===== config.mk =====
export PLATFORM = sky130hd
export DESIGN_NAME = esalm_top
export DESIGN_NICKNAME = d
export VERILOG_FILES = /design/src/include/esalm_pkg.sv /design/src/design/esalm_err_class.sv /design/src/design/esalm_life_mon.sv /design/src/design/esalm_top.sv
export VERILOG_INCLUDE_DIRS = /design/src /design/src/include
export SDC_FILE = /design/constraint.sdc
export NUM_CORES = 1
export LEC_CHECK = 0
export ABC_CLOCK_PERIOD_IN_PS = 2100
export BUFFER_PORTS_ARGS = -buffer_cell sky130_fd_sc_hd__buf_2
export CAP_MARGIN = 20
export CORE_ASPECT_RATIO = 0.7
export CORE_MARGIN = 2
export CORE_UTILIZATION = 46
export DETAILED_ROUTE_END_ITERATION = 6
export HOLD_SLACK_MARGIN = 0.06
export PLACE_DENSITY = 0.74
export SETUP_SLACK_MARGIN = 0.15
export SLEW_MARGIN = 20
export SYNTH_ARGS = -nofsm -noshare
export SYNTH_HDL_FRONTEND = slang
export SYNTH_SLANG_ARGS = --single-unit

===== constraint.sdc =====
create_clock -name pclk -period 2.1 [get_ports pclk]
set_input_delay 0.42 -clock pclk [delete_from_list [all_inputs] [get_ports pclk]]
set_output_delay 0.42 -clock pclk [all_outputs]
set_load 0.01 [all_outputs]

===== src/include/esalm_cfg.svh =====
// register offsets, field positions and timing figures of the error monitor
// assumes a 250 MHz APB clock and 32-bit APB data
`ifndef ESALM_CFG_SVH
`define ESALM_CFG_SVH

`define ESALM_OFF_CTRL 8'h00
`define ESALM_OFF_LIFE 8'h04
`define ESALM_OFF_STAT 8'h08
`define ESALM_OFF_GFERR 8'h0c
`define ESALM_OFF_AXERR 8'h10
`define ESALM_OFF_ERRNUM 8'h14
`define ESALM_OFF_IRQST 8'h18
`define ESALM_OFF_IRQMSK 8'h1c

`define ESALM_CTRL_RESET_REQ 0
`define ESALM_CTRL_COLD_RESTART 1
`define ESALM_CTRL_CANCEL 2

`define ESALM_ST_CTRL_READY 0
`define ESALM_ST_SYS_READY 1
`define ESALM_ST_ERR_ACTIVE 2
`define ESALM_ST_ERR_STOP 3
`define ESALM_ST_ERR_WARN 4
`define ESALM_ST_LIFE_ERR 5
`define ESALM_ST_AXIS_ERR 6
`define ESALM_ST_CLASS_LSB 8

`define ESALM_IRQ_READY_LOST 0
`define ESALM_IRQ_ERR_STOP 1
`define ESALM_IRQ_ERR_WARN 2
`define ESALM_IRQ_LIFE 3
`define ESALM_IRQ_W 4

`define ESALM_CLK_MHZ 250
`define ESALM_RUN_TIMEOUT_MS 100
`define ESALM_START_TIMEOUT_S 50
`define ESALM_RUN_TIMEOUT_CYC \
	(64'd`ESALM_RUN_TIMEOUT_MS * 64'd1000 * 64'd`ESALM_CLK_MHZ)
`define ESALM_START_TIMEOUT_CYC \
	(64'd`ESALM_START_TIMEOUT_S * 64'd1000000 * 64'd`ESALM_CLK_MHZ)

`define ESALM_ERR_LIFE_RUN 16'h07d0
`define ESALM_ERR_LIFE_START 16'h07d1
`define ESALM_SYS_FIRST 16'h03e8
`define ESALM_DIAG_FIRST 16'h07d0
`define ESALM_GEN_FIRST 16'h2710
`define ESALM_AXIS_FIRST 16'h4e20
`define ESALM_AXIS_LAST 16'h752f

`endif


===== src/include/esalm_pkg.sv =====
// types shared by the error monitor modules
// assumes nothing beyond the tool's SystemVerilog support
package esalm_pkg;
	typedef enum logic [2:0] {
		ESALM_LM_START = 3'b001,
		ESALM_LM_RUN = 3'b010,
		ESALM_LM_FAULT = 3'b100
	} esalm_life_e;

	typedef enum logic [2:0] {
		ESALM_CL_NONE = 3'h0,
		ESALM_CL_SYSTEM = 3'h1,
		ESALM_CL_DIAG = 3'h2,
		ESALM_CL_GENERAL = 3'h3,
		ESALM_CL_AXIS = 3'h4
	} esalm_class_e;
endpackage


===== src/design/esalm_err_class.sv =====
// error number range classifier
// assumes a binary error number, combinational use
`timescale 1ns/100ps
`include "esalm_cfg.svh"
module esalm_err_class (
	input wire logic [15:0] err_num,
	output esalm_pkg::esalm_class_e err_class
);
	always_comb begin
		if (err_num < `ESALM_SYS_FIRST) begin
			err_class = esalm_pkg::ESALM_CL_NONE;
		end else if (err_num < `ESALM_DIAG_FIRST) begin
			err_class = esalm_pkg::ESALM_CL_SYSTEM;
		end else if (err_num < `ESALM_GEN_FIRST) begin
			err_class = esalm_pkg::ESALM_CL_DIAG;
		end else if (err_num < `ESALM_AXIS_FIRST) begin
			err_class = esalm_pkg::ESALM_CL_GENERAL;
		end else if (err_num <= `ESALM_AXIS_LAST) begin
			err_class = esalm_pkg::ESALM_CL_AXIS;
		end else begin
			err_class = esalm_pkg::ESALM_CL_NONE;
		end
	end
endmodule


===== src/design/esalm_life_mon.sv =====
// sign-of-life watchdog on the host's life counter
// assumes life_cnt is a register of the same clock domain
`timescale 1ns/100ps
`include "esalm_cfg.svh"
module esalm_life_mon #(
	parameter int CNT_W = 34,
	parameter longint RUN_CYC = `ESALM_RUN_TIMEOUT_CYC,
	parameter longint START_CYC = `ESALM_START_TIMEOUT_CYC
) (
	input wire logic clk,
	input wire logic rst_n,
	input wire logic [15:0] life_cnt,
	input wire logic restart,
	output logic alive_seen,
	output logic run_timeout,
	output logic start_timeout
);
	localparam logic [CNT_W-1:0] RUN_LIM = CNT_W'(RUN_CYC - 1);
	localparam logic [CNT_W-1:0] START_LIM = CNT_W'(START_CYC - 1);

	if (RUN_CYC < 2 || START_CYC < 2 || START_CYC > (64'd1 << CNT_W))
	begin : g_chk
		$error("esalm_life_mon: timeout counts do not fit");
	end

	esalm_pkg::esalm_life_e state_q, state_d;
	logic [CNT_W-1:0] cnt_q, cnt_d;
	logic [15:0] prev_q, prev_d;
	logic seen_q, seen_d;
	logic run_to_d, start_to_d, run_to_q, start_to_q;
	logic change;

	assign change = life_cnt != prev_q;

	always_comb begin
		state_d = state_q;
		cnt_d = cnt_q + CNT_W'(1);
		prev_d = life_cnt;
		seen_d = seen_q;
		run_to_d = 1'b0;
		start_to_d = 1'b0;
		case (state_q)
			esalm_pkg::ESALM_LM_START: begin
				if (change) begin
					state_d = esalm_pkg::ESALM_LM_RUN;
					cnt_d = '0;
					seen_d = 1'b1;
				end else if (cnt_q == START_LIM) begin
					state_d = esalm_pkg::ESALM_LM_FAULT;
					start_to_d = 1'b1;
				end
			end
			esalm_pkg::ESALM_LM_RUN: begin
				if (change) begin
					cnt_d = '0;
				end else if (cnt_q == RUN_LIM) begin
					state_d = esalm_pkg::ESALM_LM_FAULT;
					run_to_d = 1'b1;
				end
			end
			esalm_pkg::ESALM_LM_FAULT: begin
				cnt_d = '0;
			end
			default: begin
				state_d = esalm_pkg::ESALM_LM_START;
				cnt_d = '0;
			end
		endcase
		if (restart) begin
			state_d = esalm_pkg::ESALM_LM_START;
			cnt_d = '0;
			seen_d = 1'b0;
		end
	end

	always_ff @(posedge clk or negedge rst_n) begin
		if (!rst_n) begin
			state_q <= esalm_pkg::ESALM_LM_START;
			cnt_q <= '0;
			prev_q <= 16'h0000;
			seen_q <= 1'b0;
			run_to_q <= 1'b0;
			start_to_q <= 1'b0;
		end else begin
			state_q <= state_d;
			cnt_q <= cnt_d;
			prev_q <= prev_d;
			seen_q <= seen_d;
			run_to_q <= run_to_d;
			start_to_q <= start_to_d;
		end
	end

	assign alive_seen = seen_q;
	assign run_timeout = run_to_q;
	assign start_timeout = start_to_q;
endmodule


===== src/design/esalm_top.sv =====
// error status and sign-of-life monitor with APB register access
// assumes APB master on pclk; error sources synchronous to pclk
//
// Functional notes
// controller ready drops on system, LED-shown or readiness-removing errors
// ready returns only after cause gone plus cold restart, or reset
// error-with-stop set for errors that stop machining and block start
// host reset request acknowledges and clears error-with-stop
// error-without-stop set for warning-only errors
// warning flag cleared by cancel request, panel cancel or reset request
// system ready low on comm fault, incomplete power-up or diag alarm
// losing system ready writes responsible number into basic error word
// axis positioning error number kept in its own byte
// error active while a numbered error pends; number stays readable
// error numbers classified into system, diag, general and axis ranges
// no life change in 100 ms: error 2000, not ready, stop, cold restart
// host increments life counter once every 10 ms
// any life counter change since last sample is a sign of life
// no sign of life 50 s after power-up: error 2001, ready withheld
// error flags stay latched until their acknowledge or restart
//
// The placing of the registers and register access over APB were chosen for this implementation.
`timescale 1ns/100ps
`include "esalm_cfg.svh"
module esalm_top #(
	parameter int CNT_W = 34,
	parameter longint RUN_CYC = `ESALM_RUN_TIMEOUT_CYC,
	parameter longint START_CYC = `ESALM_START_TIMEOUT_CYC
) (
	input wire logic pclk,
	input wire logic presetn,
	input wire logic psel,
	input wire logic penable,
	input wire logic pwrite,
	input wire logic [7:0] paddr,
	input wire logic [31:0] pwdata,
	output logic [31:0] prdata,
	output logic pready,
	output logic pslverr,
	input wire logic err_valid,
	input wire logic [15:0] err_num,
	input wire logic err_no_ready,
	input wire logic err_stop,
	input wire logic err_warning,
	input wire logic sys_error,
	input wire logic led_error,
	input wire logic comm_fault,
	input wire logic diag_alarm,
	input wire logic power_up_done,
	input wire logic panel_cancel,
	input wire logic axis_err_valid,
	input wire logic [7:0] axis_err_num,
	output logic controller_ready,
	output logic system_ready,
	output logic error_active,
	output logic error_with_stop,
	output logic error_without_stop,
	output logic start_disable,
	output logic machining_stop,
	output logic irq
);
	function automatic logic hit(input logic [7:0] a, input logic [7:0] o);
		hit = a[7:2] == o[7:2];
	endfunction

	function automatic logic mapped(input logic [7:0] a);
		mapped = hit(a, `ESALM_OFF_CTRL) || hit(a, `ESALM_OFF_LIFE) ||
			hit(a, `ESALM_OFF_STAT) || hit(a, `ESALM_OFF_GFERR) ||
			hit(a, `ESALM_OFF_AXERR) || hit(a, `ESALM_OFF_ERRNUM) ||
			hit(a, `ESALM_OFF_IRQST) || hit(a, `ESALM_OFF_IRQMSK);
	endfunction

	logic wr, setup_rd;
	logic reset_req, cold_restart, cancel_req;
	logic alive_seen, run_to, start_to;
	esalm_pkg::esalm_class_e cls;

	logic [15:0] life_q, life_d;
	logic ready_lost_q, ready_lost_d;
	logic ctrl_rdy_q, ctrl_rdy_d;
	logic stop_q, stop_d;
	logic warn_q, warn_d;
	logic life_err_q, life_err_d;
	logic sys_rdy_q, sys_rdy_d;
	logic [15:0] gf_err_q, gf_err_d;
	logic [15:0] err_num_q, err_num_d;
	logic [15:0] life_code_q, life_code_d;
	esalm_pkg::esalm_class_e cls_q, cls_d;
	logic [7:0] axis_q, axis_d;
	logic axis_err_q, axis_err_d;
	logic [`ESALM_IRQ_W-1:0] irq_st_q, irq_st_d;
	logic [`ESALM_IRQ_W-1:0] irq_mk_q, irq_mk_d;
	logic [`ESALM_IRQ_W-1:0] irq_ev;
	logic [31:0] rd_q, rd_d;
	logic err_q, err_d;
	logic pend_q, pend_d;
	logic irq_q, irq_d;

	esalm_err_class u_class (
		.err_num(err_num),
		.err_class(cls)
	);

	esalm_life_mon #(
		.CNT_W(CNT_W),
		.RUN_CYC(RUN_CYC),
		.START_CYC(START_CYC)
	) u_life (
		.clk(pclk),
		.rst_n(presetn),
		.life_cnt(life_q),
		.restart(cold_restart),
		.alive_seen(alive_seen),
		.run_timeout(run_to),
		.start_timeout(start_to)
	);

	// apb decode, writes land at the access edge
	assign wr = psel && penable && pwrite && mapped(paddr);
	assign setup_rd = psel && !penable;
	assign reset_req = wr && hit(paddr, `ESALM_OFF_CTRL) &&
		pwdata[`ESALM_CTRL_RESET_REQ];
	assign cold_restart = wr && hit(paddr, `ESALM_OFF_CTRL) &&
		pwdata[`ESALM_CTRL_COLD_RESTART];
	assign cancel_req = wr && hit(paddr, `ESALM_OFF_CTRL) &&
		pwdata[`ESALM_CTRL_CANCEL];

	// error state
	always_comb begin
		life_d = life_q;
		if (wr && hit(paddr, `ESALM_OFF_LIFE)) begin
			life_d = pwdata[15:0];
		end
		life_err_d = life_err_q;
		if (cold_restart) begin
			life_err_d = 1'b0;
		end
		if (run_to || start_to) begin
			life_err_d = 1'b1;
		end
		life_code_d = life_code_q;
		if (run_to) begin
			life_code_d = `ESALM_ERR_LIFE_RUN;
		end else if (start_to) begin
			life_code_d = `ESALM_ERR_LIFE_START;
		end
		ready_lost_d = ready_lost_q;
		if (cold_restart && !sys_error && !led_error) begin
			ready_lost_d = 1'b0;
		end
		if (sys_error || led_error || run_to || start_to ||
			(err_valid && (err_no_ready ||
			cls == esalm_pkg::ESALM_CL_SYSTEM))) begin
			ready_lost_d = 1'b1;
		end
		ctrl_rdy_d = !ready_lost_d && !life_err_d && alive_seen;
		stop_d = stop_q;
		if (reset_req) begin
			stop_d = 1'b0;
		end
		if (err_valid && err_stop) begin
			stop_d = 1'b1;
		end
		warn_d = warn_q;
		if (reset_req || cancel_req || panel_cancel) begin
			warn_d = 1'b0;
		end
		if (err_valid && err_warning) begin
			warn_d = 1'b1;
		end
		sys_rdy_d = power_up_done && !comm_fault && !diag_alarm &&
			!life_err_d;
		pend_d = pend_q && !(reset_req || cancel_req || panel_cancel ||
			cold_restart);
		err_num_d = err_num_q;
		cls_d = cls_q;
		if (err_valid) begin
			err_num_d = err_num;
			pend_d = 1'b1;
			cls_d = cls;
		end
		if (run_to) begin
			err_num_d = `ESALM_ERR_LIFE_RUN;
			cls_d = esalm_pkg::ESALM_CL_DIAG;
		end else if (start_to) begin
			err_num_d = `ESALM_ERR_LIFE_START;
			cls_d = esalm_pkg::ESALM_CL_DIAG;
		end
		gf_err_d = gf_err_q;
		if (sys_rdy_q && !sys_rdy_d) begin
			gf_err_d = life_err_d ? life_code_d : err_num_d;
		end
		axis_d = axis_q;
		axis_err_d = axis_err_q;
		if (reset_req) begin
			axis_err_d = 1'b0;
		end
		if (axis_err_valid) begin
			axis_d = axis_err_num;
			axis_err_d = 1'b1;
		end
		err_d = ready_lost_d || stop_d || warn_d || life_err_d ||
			pend_d;
	end

	always_ff @(posedge pclk or negedge presetn) begin
		if (!presetn) begin
			life_q <= 16'h0000;
			life_err_q <= 1'b0;
			life_code_q <= 16'h0000;
			ready_lost_q <= 1'b0;
			ctrl_rdy_q <= 1'b0;
			stop_q <= 1'b0;
			warn_q <= 1'b0;
			sys_rdy_q <= 1'b0;
			err_num_q <= 16'h0000;
			cls_q <= esalm_pkg::ESALM_CL_NONE;
			gf_err_q <= 16'h0000;
			axis_q <= 8'h00;
			axis_err_q <= 1'b0;
			err_q <= 1'b0;
			pend_q <= 1'b0;
		end else begin
			life_q <= life_d;
			life_err_q <= life_err_d;
			life_code_q <= life_code_d;
			ready_lost_q <= ready_lost_d;
			ctrl_rdy_q <= ctrl_rdy_d;
			stop_q <= stop_d;
			warn_q <= warn_d;
			sys_rdy_q <= sys_rdy_d;
			err_num_q <= err_num_d;
			cls_q <= cls_d;
			gf_err_q <= gf_err_d;
			axis_q <= axis_d;
			axis_err_q <= axis_err_d;
			err_q <= err_d;
			pend_q <= pend_d;
		end
	end

	// interrupt status, set wins over write-one-to-clear
	assign irq_ev[`ESALM_IRQ_READY_LOST] = ctrl_rdy_q && !ctrl_rdy_d;
	assign irq_ev[`ESALM_IRQ_ERR_STOP] = !stop_q && stop_d;
	assign irq_ev[`ESALM_IRQ_ERR_WARN] = !warn_q && warn_d;
	assign irq_ev[`ESALM_IRQ_LIFE] = run_to || start_to;

	always_comb begin
		irq_st_d = irq_st_q;
		irq_mk_d = irq_mk_q;
		if (wr && hit(paddr, `ESALM_OFF_IRQST)) begin
			irq_st_d = irq_st_q & ~pwdata[`ESALM_IRQ_W-1:0];
		end
		if (wr && hit(paddr, `ESALM_OFF_IRQMSK)) begin
			irq_mk_d = pwdata[`ESALM_IRQ_W-1:0];
		end
		irq_st_d = irq_st_d | irq_ev;
		irq_d = |(irq_st_d & irq_mk_d);
	end

	always_ff @(posedge pclk or negedge presetn) begin
		if (!presetn) begin
			irq_st_q <= '0;
			irq_mk_q <= '0;
			irq_q <= 1'b0;
		end else begin
			irq_st_q <= irq_st_d;
			irq_mk_q <= irq_mk_d;
			irq_q <= irq_d;
		end
	end

	// read data captured in the setup cycle
	always_comb begin
		rd_d = rd_q;
		if (setup_rd) begin
			rd_d = 32'h0000_0000;
			if (hit(paddr, `ESALM_OFF_LIFE)) begin
				rd_d[15:0] = life_q;
			end else if (hit(paddr, `ESALM_OFF_STAT)) begin
				rd_d[`ESALM_ST_CTRL_READY] = ctrl_rdy_q;
				rd_d[`ESALM_ST_SYS_READY] = sys_rdy_q;
				rd_d[`ESALM_ST_ERR_ACTIVE] = err_q;
				rd_d[`ESALM_ST_ERR_STOP] = stop_q;
				rd_d[`ESALM_ST_ERR_WARN] = warn_q;
				rd_d[`ESALM_ST_LIFE_ERR] = life_err_q;
				rd_d[`ESALM_ST_AXIS_ERR] = axis_err_q;
				rd_d[`ESALM_ST_CLASS_LSB +: 3] = cls_q;
			end else if (hit(paddr, `ESALM_OFF_GFERR)) begin
				rd_d[15:0] = gf_err_q;
			end else if (hit(paddr, `ESALM_OFF_AXERR)) begin
				rd_d[7:0] = axis_q;
			end else if (hit(paddr, `ESALM_OFF_ERRNUM)) begin
				rd_d[15:0] = err_num_q;
			end else if (hit(paddr, `ESALM_OFF_IRQST)) begin
				rd_d[`ESALM_IRQ_W-1:0] = irq_st_q;
			end else if (hit(paddr, `ESALM_OFF_IRQMSK)) begin
				rd_d[`ESALM_IRQ_W-1:0] = irq_mk_q;
			end
		end
	end

	always_ff @(posedge pclk or negedge presetn) begin
		if (!presetn) begin
			rd_q <= 32'h0000_0000;
		end else begin
			rd_q <= rd_d;
		end
	end

	assign prdata = rd_q;
	assign pready = 1'b1;
	assign pslverr = psel && penable && !mapped(paddr);
	assign controller_ready = ctrl_rdy_q;
	assign system_ready = sys_rdy_q;
	assign error_active = err_q;
	assign error_with_stop = stop_q;
	assign error_without_stop = warn_q;
	assign start_disable = stop_q || life_err_q;
	assign machining_stop = stop_q || life_err_q;
	assign irq = irq_q;
endmodule


## Word-level counts from Yosys, hierarchy flattened

Index checks and enable logic that the tools add are counted.

| word-level totals | value |
|---|---|
| input bits | 80 |
| logic and storage cells | 180 |
| bits in registers | 165 |
| output and inout port bits | 42 |

| cells by class | value |
|---|---|
| $lt $le $gt $ge | 5 |
| multiplexer cells | 57 |
| add/subtract/negate cells | 1 |
| bitwise gates (word level) | 4 |
| reduce and logical (&&, ||, !) cells | 70 |
| equal/unequal tests | 18 |

Operators with widths:

| kind | count |
|---|---|
| 2-to-1 mux 16 bit | 8 |
| 2-to-1 mux 34 bit | 3 |
| 2-to-1 mux 3 bit | 14 |
| adder 34 x 1 -> 34 bit, second input constant | 1 |
| == test 34 x 25 -> 1 bit, second input constant | 1 |
| == test 34 bit, second input constant | 1 |
| logical AND 1 bit | 27 |
| == test 6 x 3 -> 1 bit, second input constant | 4 |
| logical OR 1 bit | 21 |
| 2-to-1 mux 1 bit | 21 |
| 2-to-1 mux 4 bit | 5 |
| less-or-equal comparator 16 x 15 -> 1 bit, second input constant | 1 |
| less-than comparator 16 x 10 -> 1 bit, second input constant | 1 |
| less-than comparator 16 x 11 -> 1 bit, second input constant | 1 |
| less-than comparator 16 x 14 -> 1 bit, second input constant | 1 |
| less-than comparator 16 x 15 -> 1 bit, second input constant | 1 |
| 2-to-1 mux 8 bit | 2 |
| != test 16 bit | 1 |
| logical NOT 1 bit | 13 |
| == test 6 x 2 -> 1 bit, second input constant | 2 |
| 2-to-1 mux 12 bit | 1 |
| one-hot mux 3 bit (3 select lines) | 1 |
| bitwise AND 4 bit | 2 |
| 2-to-1 mux 7 bit | 1 |
| other kinds (18) | 21 |

## Longest topological paths before layout

| logic depth | value |
|---|---|
| depth after elaboration | 23 |
| gate-level depth with buffers | 7 |
| gate-level depth less buffers | 6 |

## Modules after synthesis

Synthesis repeated with hierarchy kept, for this count alone.

| unflattened totals | value |
|---|---|
| cells, all modules | 732 |
| area, all modules | 7845.0 um2 |

By module, submodules not included:

| module | times used | cells each | area an instance (um2) | seq. area each (um2) |
|---|---|---|---|---|
| esalm_top | 1 | 459 | 5053.6 | 2727.6 |
| esalm_life_mon | 1 | 247 | 2635.0 | 1402.6 |
| esalm_err_class | 1 | 26 | 156.4 | 0.0 |

## Least setup slack after synthesis

OpenSTA, ideal clock, no wires.

| path | value |
|---|---|
| path kind | input-to-reg |
| start | in paddr[2] |
| end | reg gf_err_q[10] |
| path buffers | 2 |
| library setup time | 118 ps |
| slack | 6 ps |
| data required time | 1982 ps |
| data arrival time | 1976 ps |
| stages | 7 |
| path through | buf_2 -> nor4b_2 -> a31oi_2 -> o41ai_4 -> buf_4 -> a21oi_1 -> a21o_1 |

| on the way | value |
|---|---|
| cells in the longest elaborated chain, start to end | 17 |
| elaborated cells between the ends (all ways) | 25 |
| those cells by class | eq/ne (7); mux (3); reduce/logical (15) |

RTL lines:

| what | line | source |
|---|---|---|
| start: declaration | esalm_top.sv:35 | `input wire logic [7:0] paddr,` |
| == test 6 x 1 -> 1 bit or logical NOT 6 bit (tied branches) | esalm_top.sv:63 | `hit = a[7:2] == o[7:2];` |
| logical OR 1 bit (7 in series) | esalm_top.sv:67 | `` mapped = hit(a, `ESALM_OFF_CTRL) \|\| hit(a, `ESALM_OFF_LIFE) \|\| `` |
| logical AND 1 bit | esalm_top.sv:119 | `assign wr = psel && penable && pwrite && mapped(paddr);` |
| logical AND 1 bit (*) (2 in series) | esalm_top.sv:123 | `` assign cold_restart = wr && hit(paddr, `ESALM_OFF_CTRL) && `` |
| 2-to-1 mux 1 bit (*) | esalm_top.sv:135 | `if (cold_restart) begin` |
| 2-to-1 mux 1 bit (*) | esalm_top.sv:138 | `if (run_to \|\| start_to) begin` |
| logical NOT 1 bit | esalm_top.sv:172 | `!life_err_d;` |
| logical AND 1 bit | esalm_top.sv:171 | `sys_rdy_d = power_up_done && !comm_fault && !diag_alarm &&` |
| logical NOT 1 bit | esalm_top.sv:190 | `if (sys_rdy_q && !sys_rdy_d) begin` |
| logical AND 1 bit | esalm_top.sv:190 |  |
| end signal: assignment | esalm_top.sv:234 | `gf_err_q <= gf_err_d;` |
| end: declaration | esalm_top.sv:85 | `logic [15:0] gf_err_q, gf_err_d;` |

Every way passes the cells marked *; elsewhere a longest branch is shown, timed or not.
A chain may end at the register's enable or synchronous reset.

## Final worst setup path

| path | value |
|---|---|
| start | reg u_life.cnt_q[9] |
| end | reg u_life.cnt_q[23] |

| on the way | value |
|---|---|
| cells in the longest elaborated chain, start to end | 4 |

RTL lines:

| what | line | source |
|---|---|---|
| start: declaration | esalm_life_mon.sv:27 | `logic [CNT_W-1:0] cnt_q, cnt_d;` |
| start signal: assignment | esalm_life_mon.sv:86 | `cnt_q <= cnt_d;` |
| adder 34 x 1 -> 34 bit | esalm_life_mon.sv:37 | `cnt_d = cnt_q + CNT_W'(1);` |
| 2-to-1 mux 34 bit | esalm_life_mon.sv:44, esalm_life_mon.sv:54 |  |
| 2-to-1 mux 34 bit | - |  |
| 2-to-1 mux 34 bit | esalm_life_mon.sv:69 | `if (restart) begin` |
| named net u_life.cnt_d[23] | esalm_life_mon.sv:27 |  |

The timed path passes the listed nets, and every way through them passes these cells.

==> metrics <==
f_max=between 500 and 600 MHz; Max Transition Viols Final=0; die area=between 0.015 and 0.02 mm2; Area contributors post-synth=dfrtp_1, mux2_2, xnor2_1; Final setup viols=0; Final nets=966; Crit path buffers/inverters=0; hold path start=pwdata[12]; critical path capture point type=flop; remaining antenna violation count=0; Internal Power=5.587 mW; CP Launch Type=flop; crit path max fanout=8; HP Class=input pin to flop; worst ir drop on vdd=~0.74 mV; CTS Buffer Depth=2; asr flop ratio synth=between 90% and 100%; WS Path Type=flop to flop; sw frac=a little under 30%; area delta synth->final=20.41%; dpl cell area=approximately 0.0091 mm2; WP data required=~2.4 ns; NetSw=~2.3 mW; Avg Inst Size Synth=roughly 11 um2; Via Count=around 6300; largest area contributor in the netlist=dfrtp_1; Synth Instances=~770; depth of the most critical reg-to-reg path=5; Clock Power Share=about two fifths; r2r endpoint=u_life.cnt_q[23]; Yosys cell types=72; Residual DRC=0; hold path depth=2; clk root buf=clkbuf_16; register clock-pin slew on the reported worst setup and hold paths=about 0.08 ns; commonest cells in the netlist=dfrtp_1, nor2_1, nand2_1, xnor2_1, a21oi_1; Starting Density=47.16%; critical path's slowest cell=or4_4; Seq/Total Area, Yosys=between 50% and 60%; synthesized area=0.008143 mm2; yosys warns=0; CP delay by family, top=simple AND/OR/NAND/NOR gates; P_leak=approximately 4.5 nW; Hold Fails Final Rpt=0; ys flop type=dfrtp_1; first-pass GRT wire length=about 33000 um; Sequential Power Share=43.9%; flop-to-flop setup slack=between 0.15 and 0.2 ns; Skew-Pair Late Insertion Delay=approximately 0.44 ns; core area=approximately 0.017 mm2; fillers=approximately 1500; largest net degree at the start of global routing=46; gr ovfl total=0; share of cells above drive strength 1=about 30%; WL per Instance=between 15 and 20 um; Sink Count=about 170; Worst path max stage delay=0.66 ns; Pwr per Cell Area=803.4 mW/mm2; R2R Path Start=u_life.cnt_q[9]; Tmin final=slightly below 2 ns; finished layout cell area=roughly 0.01 mm2; row cnt=40; Post-synth EDFFs=0; Gate power share=about 16%; GP Congestion=just over 0.9; Worst EP arrival=roughly 2.2 ns; clock skew=0.01442 ns; crit-path cells=nand3_2, or4_4, nor4_2, xnor2_1, nor2_1; drt first pass iters=5; Hold Path End=life_q[12]; vias in the first global route=5892; FF+latch count, synth=roughly 170; Setup TNS=0 ns; Yosys top cell area share=between 50% and 60%; Total Routing Usage GR=22.89%; vias per inst=about 5.5; Slew headroom=between 60 and 70%; max cap viols=0; ratio of final minimum period to clock period=about 90%; CTS Buf Count=17; wirelength, routed=~21000 um; RSZ-0062 raised after global routing=true; outcome=finished clean; drt first-iter violations=510; Max H-tree Level=4; input/output buffers=86; HPWL Detailed=between 10000 and 15000 um; CTS tree=done; # IOs=~120; initial antenna violation count=1; most instantiated library cell after synthesis=dfrtp_1; Die Wd=approximately 160 um; Worst-Margin Slew=~0.53 ns; die height=~120 um
## power groups by stage
stage	registers [mW]	clock network, mW	logic, mW
finish	3.46	3.14	1.27
global route	3.48	3.32	1.41
CTS	3.46	3.18	1.27
detailed placement	3.53	0	1.23
global placement	3.52	0	1.21
floorplan	3.49	0	0.722
## worst max-delay path by stage
stage                         start           endpoint  slack (ns)  depth (start not counted)
floorplan                  paddr[2]       gf_err_q[10]        0.15                          7
global placement           paddr[4]        gf_err_q[4]        0.01                          7
detailed placement         paddr[3]                irq       -0.02                          6
CTS                 u_life.cnt_q[1]  u_life.state_q[0]        0.14                          6
global route        u_life.cnt_q[9]   u_life.cnt_q[33]         0.1                          5
finish              u_life.cnt_q[9]   u_life.cnt_q[23]        0.17                          5
## routing by layer
metal	vias to the layer above	share of wire [%]	GRT usage [%]
met1	3025	49	36.49
met5	-	0	0
met4	0	2.0	6.844
li1	2923	-	-
met3	35	9.3	5.447
met2	276	39	30.48
## cells in the final DEF, fill, tap and decap left out, types with 17 or more instances in the layout
| cell | n |
|---|---|
| mux2_2 | 33 |
| dfrtp_1 | 163 |
| nor3_1 | 19 |
| buf_4 | 46 |
| conb_1 | 17 |
| nor2_1 | 76 |
| nand2_1 | 63 |
| nand3_1 | 18 |
| mux2i_1 | 34 |
| clkbuf_16 | 17 |
| xnor2_1 | 45 |
| a21oi_1 | 32 |
| buf_2 | 85 |
| o21ai_0 | 34 |
| inv_1 | 17 |
## layout make-up
type / instances / area [um2] / area share (%)
sequential: 165 / 4131 / 42.14
tap: 231 / 289.0 / 2.948
clock buffer: 18 / 439.2 / 4.479
antenna: 2 / 5.005 / 0.05105
multi-input combinational: 544 / 3787 / 38.63
timing repair buffer: 140 / 932.1 / 9.507
clock inverter: 14 / 156.4 / 1.595
inverter: 17 / 63.81 / 0.6508
## flip-flops by register name, summed over array words and instances, names as in the netlist, 3 cells and up
register,flops
err_num_q,16
life_code_q,16
u_life.cnt_q,34
prdata,16
gf_err_q,16
axis_q,8
irq_st_q,4
irq_mk_q,4
u_life.state_q,3
life_q,16
cls_q,3
u_life.prev_q,16
## through the flow
stage | setup WS, ns | utilization, % | cells | hold WS (ns) | total power [mW]
after floorplan | 0.1450 | - | 784 | 0.1244 | 4.209
after global placement | 0.01171 | 52.50 | 1091 | 0.3789 | 4.727
after detailed placement | -0.01926 | 52.50 | 1091 | 0.3790 | 4.753
after CTS | 0.1396 | 56.19 | 1126 | 0.2026 | 7.907
after global routing | 0.09569 | 56.77 | 1130 | 0.2081 | 8.213
final | 0.1698 | 56.78 | 1131 | 0.2155 | 7.876
## repair_timing
action / CTS / global route
hold buffers: 1 / 0
pin swaps: 1 / 5
setup buffers: 2 / 2
hold endpoints to repair: 41 / 0
cloned: 0 / 1
resized for setup: 3 / 14
endpoints found under the setup margin: 5 / 16
## cells by family after synthesis
group | count (synthesis) | share of synthesized area [%]
and+or+nand+nor | 287 | 19.28
DFF | 165 | 50.72
AOI/OAI and AO/OA | 115 | 9.020
buffers and inverters | 76 | 5.224
muxes | 73 | 10.13
xor gates and xnor gates | 50 | 5.378
other | 2 | 0.09223
adders and majority gates | 1 | 0.1536
(Power assumes the default switching activity.)
